$ cat src/logic/dso_defs.vh
`ifndef DSO_DEFS_VH
`define DSO_DEFS_VH

// register byte offsets
`define DSO_OFS_CTRL      12'h000
`define DSO_OFS_STATUS    12'h004
`define DSO_OFS_PAR_ERR   12'h008
`define DSO_OFS_CC_ERR    12'h00C
`define DSO_OFS_PAT_ERR   12'h010
`define DSO_OFS_IRQ_STAT  12'h014
`define DSO_OFS_IRQ_MASK  12'h018

// control field positions
`define DSO_CTRL_AUTO_CLR 0
`define DSO_CTRL_PTE      1

// status field positions
`define DSO_ST_LOCKED     0
`define DSO_ST_WINDOW     1
`define DSO_ST_PAR        2
`define DSO_ST_CC         3
`define DSO_ST_PAT        4

// interrupt event positions
`define DSO_EV_PAR        0
`define DSO_EV_CC         1
`define DSO_EV_PAT        2
`define DSO_EV_LOCKLOSS   3
`define DSO_EV_WINDOW     4
`define DSO_EV_W          5

// reset values
`define DSO_RST_CTRL      2'h0
`define DSO_RST_MASK      5'h00

// good-alignment cycles needed before lock is reported
`define DSO_LOCK_QUAL     16

`endif

$ cat src/logic/dso_lock_tracker.v
`timescale 1ns/1ns
`include "dso_defs.vh"

module dso_lock_tracker
#(
  parameter QUAL = `DSO_LOCK_QUAL
)
(
  // clock and reset
  input  wire mclk,
  input  wire reset_n,
  // lock sources
  input  wire enable,
  input  wire pllLocked,
  input  wire alignOk,
  input  wire alignBad,
  // result
  output wire locked
);

  reg  [7:0] qualCnt_q;
  reg        locked_q;
  wire       drop;

  // --------------------------------
  // lock search
  // --------------------------------
  assign drop = ~enable | ~pllLocked | alignBad;

  always @(posedge mclk)
  begin
    if (!reset_n)
    begin
      qualCnt_q <= 8'h00;
      locked_q  <= 1'b0;
    end
    else if (drop)
    begin
      qualCnt_q <= 8'h00;   // search restarts from zero
      locked_q  <= 1'b0;
    end
    else if (alignOk && !locked_q)
    begin
      if (qualCnt_q == QUAL[7:0] - 8'h01)
        locked_q <= 1'b1;
      else
        qualCnt_q <= qualCnt_q + 8'h01;
    end
  end

  assign locked = locked_q;

endmodule // dso_lock_tracker

$ cat src/logic/dso_status_outputs.v
// Functional notes
// power_down_n high powers the logic and enables every output.
// power_down_n low floats all outputs and idles the logic.
// link_fault_n driven low on parity, pattern or control-channel error.
// link_fault_n stays released high while no error is flagged.
// parity and control-channel faults clear when their error register is read.
// pattern fault clears only when pattern_test_enable returns to zero.
// link_locked high only when loops locked and word boundary aligned.
// link_locked low when loops unlock or misalignment is detected.
// control UART passed to ECU on ecu_uart_out; ECU input idles high.
// video delivered on sixteen-bit parallel output, bits 15 down to 0.
// recovered pixel clock output with frame and line sync aligned to it.
// ctrl_window_open raised at end of each video phase.
// with auto_error_reset zero, error counters reset on error register read; the pattern counter clears only when pattern_test_enable is zero.
// fault stays asserted until its own clear condition, even if error ends.
// lock reads not locked in power-down and search restarts afterwards.
`timescale 1ns/1ns
`include "dso_defs.vh"

module dso_status_outputs
#(
  parameter CNT_W = 8,
  parameter QUAL  = `DSO_LOCK_QUAL
)
(
  // clock and reset
  input  wire        mclk,
  input  wire        reset_n,
  // apb slave
  input  wire        psel,
  input  wire        penable,
  input  wire        pwrite,
  input  wire [11:0] paddr,
  input  wire [31:0] pwdata,
  output wire        pready,
  output reg  [31:0] prdata,
  output wire        pslverr,
  output wire        irq,
  // power control
  input  wire        powerDownN,
  // recovered video from the link decoder
  input  wire        pixTick,
  input  wire [15:0] vidData,
  input  wire        vidFrameSync,
  input  wire        vidLineSync,
  // video pins
  output wire [15:0] parallelDataOut,
  output wire        pixelClkOut,
  output wire        frameSyncOut,
  output wire        lineSyncOut,
  output wire        videoOe,
  // error and lock sources
  input  wire        parityErr,
  input  wire        patternErr,
  input  wire        ctrlErr,
  input  wire        pllLocked,
  input  wire        alignOk,
  input  wire        alignBad,
  // open-drain status pins
  output wire        linkFaultNOut,
  output wire        linkFaultNOe,
  output wire        linkLockedOut,
  output wire        linkLockedOe,
  // control channel
  input  wire        videoPhaseEnd,
  input  wire        ctrlPhaseEnd,
  output wire        ctrlWindowOpen,
  output wire        ctrlWindowOe,
  input  wire        ecuUartIn,
  output wire        ecuUartOut,
  output wire        ecuUartOe,
  input  wire        linkUartRx,
  output wire        linkUartTx
);

  // --------------------------------
  // declarations
  // --------------------------------
  reg  [1:0]       ctrl_q;
  reg  [4:0]       irqMask_q;
  reg  [4:0]       irqStat_q;
  reg              parFault_q;
  reg              ccFault_q;
  reg              patFault_q;
  reg  [CNT_W-1:0] parCnt_q;
  reg  [CNT_W-1:0] ccCnt_q;
  reg  [CNT_W-1:0] patCnt_q;
  reg              window_q;
  reg              pixClk_q;
  reg  [15:0]      data_q;
  reg              fsync_q;
  reg              lsync_q;
  reg              lockedPrev_q;
  reg  [4:0]       events;
  wire             powered;
  wire             locked;
  wire             autoErrorReset;
  wire             patternTestEnable;
  wire             wrEn;
  wire             rdAcc;
  wire             setup;
  wire             mapped;
  wire             rdPar;
  wire             rdCc;
  wire             rdIrq;
  wire             anyFault;

  // saturating counter step
  function [CNT_W-1:0] satInc;
    input [CNT_W-1:0] v;
    begin
      satInc = (&v) ? v : v + {{(CNT_W-1){1'b0}}, 1'b1};
    end
  endfunction

  // address decode
  function isMapped;
    input [11:0] a;
    begin
      isMapped = (a == `DSO_OFS_CTRL)     || (a == `DSO_OFS_STATUS)   ||
                 (a == `DSO_OFS_PAR_ERR)  || (a == `DSO_OFS_CC_ERR)   ||
                 (a == `DSO_OFS_PAT_ERR)  || (a == `DSO_OFS_IRQ_STAT) ||
                 (a == `DSO_OFS_IRQ_MASK);
    end
  endfunction

  assign powered           = powerDownN;
  assign autoErrorReset    = ctrl_q[`DSO_CTRL_AUTO_CLR];
  assign patternTestEnable = ctrl_q[`DSO_CTRL_PTE];

  // --------------------------------
  // apb slave
  // --------------------------------
  assign setup   = psel & ~penable;
  assign mapped  = isMapped(paddr);
  assign pready  = 1'b1;
  assign pslverr = psel & penable & ~mapped;
  assign wrEn    = psel & penable & pwrite & mapped;
  assign rdAcc   = psel & penable & ~pwrite;
  assign rdPar   = rdAcc & (paddr == `DSO_OFS_PAR_ERR);
  assign rdCc    = rdAcc & (paddr == `DSO_OFS_CC_ERR);
  assign rdIrq   = rdAcc & (paddr == `DSO_OFS_IRQ_STAT);

  always @(posedge mclk)
  begin
    if (!reset_n)
      prdata <= 32'h0000_0000;
    else if (setup && !pwrite)
    begin
      case (paddr)
        `DSO_OFS_CTRL:     prdata <= {30'h0000_0000, ctrl_q};
        `DSO_OFS_STATUS:   prdata <= {27'h000_0000, patFault_q, ccFault_q, parFault_q, window_q, locked};
        `DSO_OFS_PAR_ERR:  prdata <= {{(32-CNT_W){1'b0}}, parCnt_q};
        `DSO_OFS_CC_ERR:   prdata <= {{(32-CNT_W){1'b0}}, ccCnt_q};
        `DSO_OFS_PAT_ERR:  prdata <= {{(32-CNT_W){1'b0}}, patCnt_q};
        `DSO_OFS_IRQ_STAT: prdata <= {27'h000_0000, irqStat_q};
        `DSO_OFS_IRQ_MASK: prdata <= {27'h000_0000, irqMask_q};
        default:           prdata <= 32'h0000_0000;
      endcase
    end
  end

  always @(posedge mclk)
  begin
    if (!reset_n)
    begin
      ctrl_q    <= `DSO_RST_CTRL;
      irqMask_q <= `DSO_RST_MASK;
    end
    else if (wrEn)
    begin
      if (paddr == `DSO_OFS_CTRL)
        ctrl_q <= pwdata[1:0];
      if (paddr == `DSO_OFS_IRQ_MASK)
        irqMask_q <= pwdata[4:0];
    end
  end

  // --------------------------------
  // error flags and counters
  // --------------------------------
  always @(posedge mclk)
  begin
    if (!reset_n)
    begin
      parFault_q <= 1'b0;
      ccFault_q  <= 1'b0;
      patFault_q <= 1'b0;
    end
    else
    begin
      // sticky until own clear; a new parity or control-channel error wins over the clear, the pattern clear wins
      if (powered && parityErr)
        parFault_q <= 1'b1;
      else if (rdPar)
        parFault_q <= 1'b0;
      if (powered && ctrlErr)
        ccFault_q <= 1'b1;
      else if (rdCc)
        ccFault_q <= 1'b0;
      if (!patternTestEnable)
        patFault_q <= 1'b0;
      else if (powered && patternErr)
        patFault_q <= 1'b1;
    end
  end

  always @(posedge mclk)
  begin
    if (!reset_n)
    begin
      parCnt_q <= {CNT_W{1'b0}};
      ccCnt_q  <= {CNT_W{1'b0}};
      patCnt_q <= {CNT_W{1'b0}};
    end
    else
    begin
      if (powered && parityErr)
        parCnt_q <= (rdPar && !autoErrorReset) ? {{(CNT_W-1){1'b0}}, 1'b1} : satInc(parCnt_q);
      else if (rdPar && !autoErrorReset)
        parCnt_q <= {CNT_W{1'b0}};
      if (powered && ctrlErr)
        ccCnt_q <= (rdCc && !autoErrorReset) ? {{(CNT_W-1){1'b0}}, 1'b1} : satInc(ccCnt_q);
      else if (rdCc && !autoErrorReset)
        ccCnt_q <= {CNT_W{1'b0}};
      if (!patternTestEnable)
        patCnt_q <= {CNT_W{1'b0}};
      else if (powered && patternErr)
        patCnt_q <= satInc(patCnt_q);
    end
  end

  assign anyFault      = parFault_q | ccFault_q | patFault_q;
  assign linkFaultNOut = 1'b0;
  assign linkFaultNOe  = powered & anyFault;

  // --------------------------------
  // lock
  // --------------------------------
  dso_lock_tracker #(
    .QUAL      (QUAL)
  ) u_lock (
    .mclk      (mclk),
    .reset_n   (reset_n),
    .enable    (powered),
    .pllLocked (pllLocked),
    .alignOk   (alignOk),
    .alignBad  (alignBad),
    .locked    (locked)
  );

  assign linkLockedOut = 1'b0;
  assign linkLockedOe  = powered & ~locked;

  // --------------------------------
  // video outputs
  // --------------------------------
  always @(posedge mclk)
  begin
    if (!reset_n)
    begin
      pixClk_q <= 1'b0;
      data_q   <= 16'h0000;
      fsync_q  <= 1'b0;
      lsync_q  <= 1'b0;
    end
    else if (!powered)
      pixClk_q <= 1'b0;
    else if (pixTick)
    begin
      pixClk_q <= ~pixClk_q;
      if (!pixClk_q)
      begin
        data_q  <= vidData;
        fsync_q <= vidFrameSync;
        lsync_q <= vidLineSync;
      end
    end
  end

  assign parallelDataOut = data_q;
  assign pixelClkOut     = pixClk_q;
  assign frameSyncOut    = fsync_q;
  assign lineSyncOut     = lsync_q;
  assign videoOe         = powered;

  // --------------------------------
  // control channel
  // --------------------------------
  always @(posedge mclk)
  begin
    if (!reset_n)
      window_q <= 1'b0;
    else if (!powered)
      window_q <= 1'b0;
    else if (videoPhaseEnd)
      window_q <= 1'b1;
    else if (ctrlPhaseEnd)
      window_q <= 1'b0;
  end

  assign ctrlWindowOpen = window_q;
  assign ctrlWindowOe   = powered;
  assign ecuUartOut     = window_q ? linkUartRx : 1'b1;
  assign ecuUartOe      = powered;
  assign linkUartTx     = (powered && window_q) ? ecuUartIn : 1'b1;

  // --------------------------------
  // interrupts
  // --------------------------------
  always @*
  begin
    events = 5'h00;
    events[`DSO_EV_PAR]      = powered & parityErr;
    events[`DSO_EV_CC]       = powered & ctrlErr;
    events[`DSO_EV_PAT]      = powered & patternErr & patternTestEnable;
    events[`DSO_EV_LOCKLOSS] = lockedPrev_q & ~locked;
    events[`DSO_EV_WINDOW]   = powered & videoPhaseEnd & ~window_q;
  end

  always @(posedge mclk)
  begin
    if (!reset_n)
    begin
      irqStat_q    <= 5'h00;
      lockedPrev_q <= 1'b0;
    end
    else
    begin
      lockedPrev_q <= locked;
      irqStat_q    <= (rdIrq ? 5'h00 : irqStat_q) | events;
    end
  end

  assign irq = |(irqStat_q & irqMask_q);

endmodule // dso_status_outputs

$ cat config.mk
export PLATFORM = sky130hd
export DESIGN_NAME = dso_status_outputs
export DESIGN_NICKNAME = d
export VERILOG_FILES = /design/src/logic/dso_lock_tracker.v /design/src/logic/dso_status_outputs.v
export VERILOG_INCLUDE_DIRS = /design/src /design/src/logic
export SDC_FILE = /design/constraint.sdc
export NUM_CORES = 1
export LEC_CHECK = 0
export ABC_AREA = 1
export BUFFER_PORTS_ARGS = -buffer_cell sky130_fd_sc_hd__buf_2
export CAP_MARGIN = 10
export CORE_MARGIN = 1
export CORE_UTILIZATION = 51
export CTS_CLUSTER_DIAMETER = 80
export DETAILED_ROUTE_END_ITERATION = 16
export PLACE_DENSITY = 0.81
export SYNTH_ARGS = -nofsm -noshare
export SYNTH_HDL_FRONTEND = slang
export SYNTH_SLANG_ARGS = --single-unit
$ cat constraint.sdc
create_clock -name mclk -period 1.7 [get_ports mclk]
set_input_delay 0.085 -clock mclk [delete_from_list [all_inputs] [get_ports mclk]]
set_output_delay 0.085 -clock mclk [all_outputs]
set_load 0.02 [all_outputs]
==> impl_metrics.py, run 1 <==
metrics = {
    "logic_synthesis": {
        "post_synth_main_area_contributors": "dfxtp_1, nand2_1, nor2_1",
        "ys_top_cells_by_count": "nand2_1, nor2_1, dfxtp_1",
        "post_synth_inst_count": 609,
        "synthDistinctLibCells": 35,
        "post_synth_instance_area_um2": 4240,
        "synth_edf_count": 0,
        "synthesized_area_per_cell_um2": 6.96,
        "synth.top_cell.area_share": 0.364,
        "synthFlopType": "dfxtp_1",
        "synth.largest_area_cell": "dfxtp_1",
        "synthesis.yosys.warnings": 0,
        "postSynthRegisterBits": 77,
        "synthArstFlopShare": 0,
        "proportion_of_synthesized_chip_area_in_sequential_cells": 0.364,
        "post-synth-top-count-cell": "nand2_1",
    },
    "hold_path": {
        "hold_end": "u_lock.qualCnt_q[2]",
        "hold_start": "alignBad",
        "hold_path.class": "in2reg",
        "min_delay_path_depth": 4,
    },
    "timing": {
        "timing.fmax_ghz": 0.633,
        "hold_viol": 0,
        "finalSetupViolations": 0,
        "fin_crit_period_ns": 1.58,
        "post-route-period-util": 0.929,
        "slew_viol_final": 0,
        "setup_skew_ns": 0.0134,
        "worst_hold_slack_ns": 0.0203,
        "grt_setup_unrepaired": "true",
        "setup_slack_ns": 0.121,
    },
    "cts": {
        "clock_insertion_delay_worst_skew_ns": 0.37,
        "cts-root-buf": "clkbuf_8",
        "max-clock-path-buffers": 2,
        "cts_tree": "built",
        "cts-htree-levels": 3,
        "tritoncts.num_buffers": 9,
        "worst_setup_hold_path_clk_slew_ns": 0.09,
        "clock-sinks": 77,
    },
    "die": {
        "die_area_um2": 8680,
        "fp.coreArea_um2": 7890,
        "start_util": 0.537,
        "die_w_um": 93.1,
        "core.rowCount": 32,
        "fp.dieH_um": 93.1,
        "top_level_ports": 143,
    },
    "critical_path": {
        "worst-r2r-cell-count": 10,
        "critical_path.cell_chain": "ha_1, nand2_1, nor2_2, nand2_2, nor2_4, nand3_4, nand2_4, nand2_4, a21oi_1, nor2_1",
        "worst_ep_arrival_time_ns": 1.84,
        "worstSetupPathType": "reg2reg",
        "cpLargestDelayFamily": "simple AND/OR/NAND/NOR gates",
        "reg2reg_to": "parCnt_q[4]",
        "timing.rr.start": "parCnt_q[0]",
        "cp.required_ns": 1.96,
        "worst_setup_path_startpoint": "parCnt_q[0]",
        "critical_path.startpoint_type": "flop",
        "cp-end-kind": "flop",
        "cpMostUsedCell": "nand2_4",
        "worst-path-max-fanout": 7,
        "r2r_setup_slack_ns": 0.12,
        "cp_num_buf_inv": 0,
        "max_stage_delay_ns": 0.38,
        "slowest_stage": "dfxtp_4",
    },
    "power": {
        "switching_power_mw": 1.13,
        "power_per_cell_area_nw_per_um2": 772,
        "combinationalPowerShare": 0.121,
        "ir_drop_uv": 557,
        "switching_share": 0.281,
        "power.leakage_nw": 2.44,
        "internal_power_mw": 2.89,
        "p_seq_frac": 0.467,
        "clock_power_share": 0.412,
    },
    "cells_and_area": {
        "nets": 809,
        "syn2layout_area_growth_pct": 22.8,
        "antenna_fix_cells": 0,
        "final_core_utilization": 0.659,
        "drive_above_1_share": 0.226,
    },
    "global_routing": {
        "maximum_number_of_pins_on_one_net_before_global_route_repair": 24,
        "antenna_found_initial": 0,
        "grt_pass1_vias": 4097,
        "grt_residual_overflow": 0,
        "grt_util_all_layers": 0.265,
        "wire_length_of_the_first_global_routing_pass_um": 18200,
    },
    "placement": {
        "place_hpwl_um": 7790,
        "place.gp.congestion": 0.970,
        "port-buffer-count": 88,
        "placement.setup.worst_slack_ns": 0.0806,
    },
    "drt": {
        "wl_per_cell_um": 13.4,
        "wl_um": 11200,
        "vias": 4318,
        "ant_nets": 0,
        "drc_marker_count_from_the_first_detailed_route_iteration": 227,
        "avgViaCountPerCell": 5.18,
        "firstDrtPassIters": 5,
        "post-route-drc-count": 0,
    },
    "outcome": {
        "outcome": "completed",
    },
    "flow_run": {
        "drv_cap": 0,
    },
}
[worst reg2reg max path, cell delays in order, from the launching register on]
cell	delay (ns)
dfxtp_4	0.38
ha_1	0.16
nand2_1	0.08
nor2_2	0.12
nand2_2	0.08
nor2_4	0.13
nand3_4	0.10
nand2_4	0.13
nand2_4	0.09
a21oi_1	0.15
nor2_1	0.05
[state kept, by name, indices dropped and copies added, names as in the netlist, 2 cells and up]
name / flops
prdata: 8
u_lock.qualCnt_q: 8
ccCnt_q: 8
ctrl_q: 2
patCnt_q: 8
parallelDataOut: 16
irqStat_q: 5
parCnt_q: 8
irqMask_q: 5
[power by group through the flow]
stage | clock network (mW) | logic, mW | registers (mW)
finish | 1.65 | 0.487 | 1.87
global route | 1.76 | 0.527 | 1.88
CTS | 1.67 | 0.467 | 1.87
detailed placement | 0 | 0.417 | 1.91
global placement | 0 | 0.407 | 1.91
floorplan | 0 | 0.279 | 1.95
[layout by cell type, fill, tap and decap left out, types with 4 or more instances in the layout]
master | Yosys | final
nand3_1 | 53 | 52
conb_1 | 2 | 27
nor3_1 | 7 | 7
inv_8 | 0 | 4
a21oi_1 | 48 | 48
inv_2 | 7 | 7
nor2_2 | 11 | 11
nor2_4 | 4 | 4
buf_4 | 31 | 7
inv_1 | 59 | 59
xor2_1 | 6 | 6
ha_1 | 4 | 4
clkbuf_8 | 0 | 9
o211ai_1 | 5 | 5
o21ai_0 | 38 | 38
nand4_1 | 6 | 6
nand2_4 | 7 | 8
nand2_1 | 129 | 129
nor2_1 | 78 | 78
buf_2 | 0 | 88
dfxtp_1 | 77 | 73
dlygate4sd3_1 | 0 | 27
[cell families after synthesis]
group / share of synthesized area
AOI/OAI and AO/OA: 0.120
xor gates and xnor gates: 0.0165
adders and majority gates: 0.0118
buffers and inverters: 0.127
DFF: 0.364
other: 0.00177
and+or+nand+nor: 0.360
[layer usage]
metal | track usage | share of wire | vias to the layer above
met2 | 0.482 | 0.51 | 179
met3 | 0.0740 | 0.071 | 33
met5 | 0 | 0 | -
met4 | 0.106 | 0.028 | 0
met1 | 0.289 | 0.39 | 1966
li1 | - | - | 2140
[cell type report]
cell class,count,area (um^2)
Clock buffer,9,124
Timing Repair Buffer,122,763
Fill cell,635,2690
Clock inverter,7,114
Sequential cell,77,1550
Inverter,66,248
Multi-Input combinational cell,450,2280
Tap cell,102,128
[stage by stage]
| step | total power, mW | cell area (um^2) | cells | setup TNS, ns |
|---|---|---|---|---|
| floorplan | 2.23 | 4330 | 634 | 0 |
| global placement | 2.32 | 4640 | 787 | 0 |
| detailed placement | 2.33 | 4640 | 787 | 0 |
| CTS | 4.01 | 5150 | 830 | 0 |
| global route | 4.17 | 5200 | 833 | -0.0155 |
| finish | 4.01 | 5200 | 833 | 0 |
[worst max path at each step]
| stage | end | depth (start not counted) |
|---|---|---|
| after floorplan | ccCnt_q[3] | 12 |
| after global placement | ccCnt_q[3] | 12 |
| after detailed placement | parCnt_q[4] | 10 |
| after CTS | parCnt_q[4] | 10 |
| after global routing | parCnt_q[3] | 11 |
| final | parCnt_q[4] | 10 |
[timing repair]
item | CTS | global route
buffers inserted | 0 | 3
endpoints found under the hold margin | 26 | 0
resized for setup | 0 | 9
endpoints found under the setup margin | 0 | 15
hold buffers | 27 | 0
Note: power is estimated with default switching activity, not from simulation.
==> inputs of run 2 (changes only) <==
--- a/config.mk
+++ b/config.mk
@@ -6,11 +6,10 @@
 export SDC_FILE = /design/constraint.sdc
 export NUM_CORES = 1
 export LEC_CHECK = 0
-export ABC_AREA = 1
 export BUFFER_PORTS_ARGS = -buffer_cell sky130_fd_sc_hd__buf_2
 export CAP_MARGIN = 10
 export CORE_MARGIN = 1
-export CORE_UTILIZATION = 51
+export CORE_UTILIZATION = 50
 export CTS_CLUSTER_DIAMETER = 80
 export DETAILED_ROUTE_END_ITERATION = 16
 export PLACE_DENSITY = 0.81
==> impl_metrics.py, run 2 <==
metrics = {
    "cts": {
        "max-clock-path-buffers": 2,
        "worst_setup_hold_path_clk_slew_ns": 0.08,
        "clock_insertion_delay_worst_skew_ns": 0.35,
        "cts_tree": "built",
        "cts-htree-levels": 3,
        "cts-root-buf": "clkbuf_8",
        "clock-sinks": 77,
        "tritoncts.num_buffers": 9,
    },
    "flow_run": {
        "drv_cap": 0,
    },
    "timing": {
        "setup_slack_ns": 0.0505,
        "worst_hold_slack_ns": 0.0207,
        "setup_skew_ns": 0.00635,
        "finalSetupViolations": 0,
        "grt_setup_unrepaired": "false",
        "worst-slew-pin-transition_ns": 0.597,
        "maxSlewHeadroom": 0.592,
        "fin_crit_period_ns": 1.65,
        "slew_viol_final": 0,
        "post-route-period-util": 0.970,
        "hold_viol": 0,
        "timing.fmax_ghz": 0.606,
    },
    "cells_and_area": {
        "nets": 685,
        "drive_above_1_share": 0.224,
        "final_core_utilization": 0.642,
        "final_design_instance_area_without_fill_um2": 4960,
        "layout.cells.most_common": "buf_2",
        "layout_common_cells": "buf_2, dfxtp_1, nand2_1",
        "syn2layout_area_growth_pct": 23.8,
        "largest_register_ffs": 16,
        "antenna_fix_cells": 0,
    },
    "logic_synthesis": {
        "synthesis.yosys.warnings": 0,
        "post_synth_inst_count": 488,
        "synthArstFlopShare": 0,
        "synth.largest_area_cell": "dfxtp_1",
        "synth-xor-area-share": 0.0284,
        "combinational_family_with_the_most_area_after_synthesis": "simple AND/OR/NAND/NOR gates",
        "post-synth-top-count-cell": "dfxtp_1",
        "synthFlopType": "dfxtp_1",
        "synth_compound_gate_area_share": 0.191,
        "synthDistinctLibCells": 58,
        "ys_top_cells_by_count": "dfxtp_1, nand2_1, a21oi_1",
        "synth_edf_count": 0,
        "post_synth_instance_area_um2": 4010,
        "synthesized_area_per_cell_um2": 8.21,
        "proportion_of_synthesized_chip_area_in_sequential_cells": 0.385,
        "post_synth_main_area_contributors": "dfxtp_1, a21oi_1, nand2_1",
        "postSynthRegisterBits": 77,
        "synth_fa_ha_area_frac": 0.0125,
        "synthMuxAreaShare": 0.0409,
        "yosys.area_share.simple": 0.250,
        "synth.top_cell.area_share": 0.385,
    },
    "global_routing": {
        "antenna_found_initial": 0,
        "grt_util_all_layers": 0.249,
        "maximum_number_of_pins_on_one_net_before_global_route_repair": 26,
        "grt_residual_overflow": 0,
        "wire_length_of_the_first_global_routing_pass_um": 16800,
        "grt_pass1_vias": 3610,
    },
    "die": {
        "die_area_um2": 8380,
        "start_util": 0.519,
        "fp.coreArea_um2": 7730,
        "fp.dieH_um": 91.5,
        "core.rowCount": 32,
        "top_level_ports": 143,
        "die_w_um": 91.5,
    },
    "critical_path": {
        "cp.required_ns": 1.62,
        "critical_path.cell_chain": "buf_2, or4_4, buf_4, a2111oi_4, buf_4, nor2_1, buf_2",
        "cpLargestDelayFamily": "buffers and inverters",
        "timing.rr.start": "parCnt_q[1]",
        "worst_setup_path_startpoint": "paddr[0]",
        "worstSetupPathType": "in2out",
        "cp-end-kind": "primary output",
        "critical_path.startpoint_type": "primary input",
        "slowest_stage": "or4_4",
        "cp_num_buf_inv": 4,
        "max_stage_delay_ns": 0.54,
        "worst_ep_arrival_time_ns": 1.56,
        "worst-path-max-fanout": 4,
    },
    "drt": {
        "post-route-drc-count": 0,
        "ant_nets": 0,
        "drc_marker_count_from_the_first_detailed_route_iteration": 228,
        "firstDrtPassIters": 6,
        "wl_um": 10300,
        "vias": 3969,
        "avgViaCountPerCell": 5.60,
        "wl_per_cell_um": 14.5,
    },
    "hold_path": {
        "hold_start": "pwdata[0]",
        "hold_path.class": "in2reg",
    },
    "power": {
        "ir_drop_uv": 401,
        "p_seq_frac": 0.494,
        "switching_power_mw": 0.983,
        "clock_power_share": 0.377,
        "power.leakage_nw": 2.01,
        "internal_power_mw": 2.79,
        "switching_share": 0.261,
        "combinationalPowerShare": 0.128,
        "final_total_pwr_mw": 3.77,
        "power_per_cell_area_nw_per_um2": 760,
    },
    "placement": {
        "place_hpwl_um": 7320,
        "postPlaceCellArea_um2": 4500,
        "port-buffer-count": 88,
        "place.gp.congestion": 0.903,
        "placement.setup.worst_slack_ns": -0.170,
    },
    "outcome": {
        "outcome": "completed",
    },
}
run 2: kinds of logic (layout without fill, tap and decap cells):
logic type | Yosys count | in the layout
fa+ha+maj | 4 | 4
simple gates | 193 | 193
compound gates | 120 | 120
mux | 16 | 16
flops | 77 | 77
buf+inv | 63 | 157
other cells | 2 | 27
xor+xnor | 13 | 13
run 2: metrics by stage:
stage,instances,setup TNS (ns)
after detailed placement,668,-3.57
after global routing,709,0
after floorplan,513,-1.36
after global placement,668,-2.47
after CTS,709,0
final,709,0
run 2: cell type report:
type                            count  area (um^2)
Multi-Input combinational cell    373         2230
Clock inverter                      3         43.8
Sequential cell                    77         1540
Inverter                            9         33.8
Timing Repair Buffer              132          831
Clock buffer                       13          159
Tap cell                          102          128
Fill cell                         653         2760
run 2: timing repair:
item                                    4_1_cts  5_1_grt
buffers inserted                              1        0
gates resized for setup                       0        2
endpoints found under the setup margin        1        2
endpoints found under the hold margin        24        0
hold buffers                                 24        0
run 2: worst paths after layout:
path	to	slack, ns	depth (start not counted)
setup / recovery	pslverr	0.05	7
hold / removal	irqMask_q[0]	0.02	3
setup reg to reg	parCnt_q[4]	0.07	5
hold reg to reg	prdata[5]	0.46	2
run 2: power by group through the flow:
| stage | clock, mW | sequential [mW] | combinational [mW] |
|---|---|---|---|
| after floorplan | 0 | 1.93 | 0.297 |
| after global placement | 0 | 1.90 | 0.421 |
| after detailed placement | 0 | 1.91 | 0.430 |
| after CTS | 1.44 | 1.86 | 0.474 |
| after global routing | 1.53 | 1.87 | 0.522 |
| final | 1.42 | 1.86 | 0.484 |
run 2: per-layer routing:
layer | wire length, um | track usage | up-vias
li1 | - | - | 1936
met1 | 4580 | 0.325 | 1826
met2 | 4720 | 0.411 | 190
met3 | 820 | 0.0410 | 17
met4 | 158 | 0.0939 | 0
met5 | 0 | 0 | -
run 2: tightest hold or removal path: stages:
cell and delay [ns]:
buf_2 0.11, nand3_1 0.06, a21oi_1 0.06
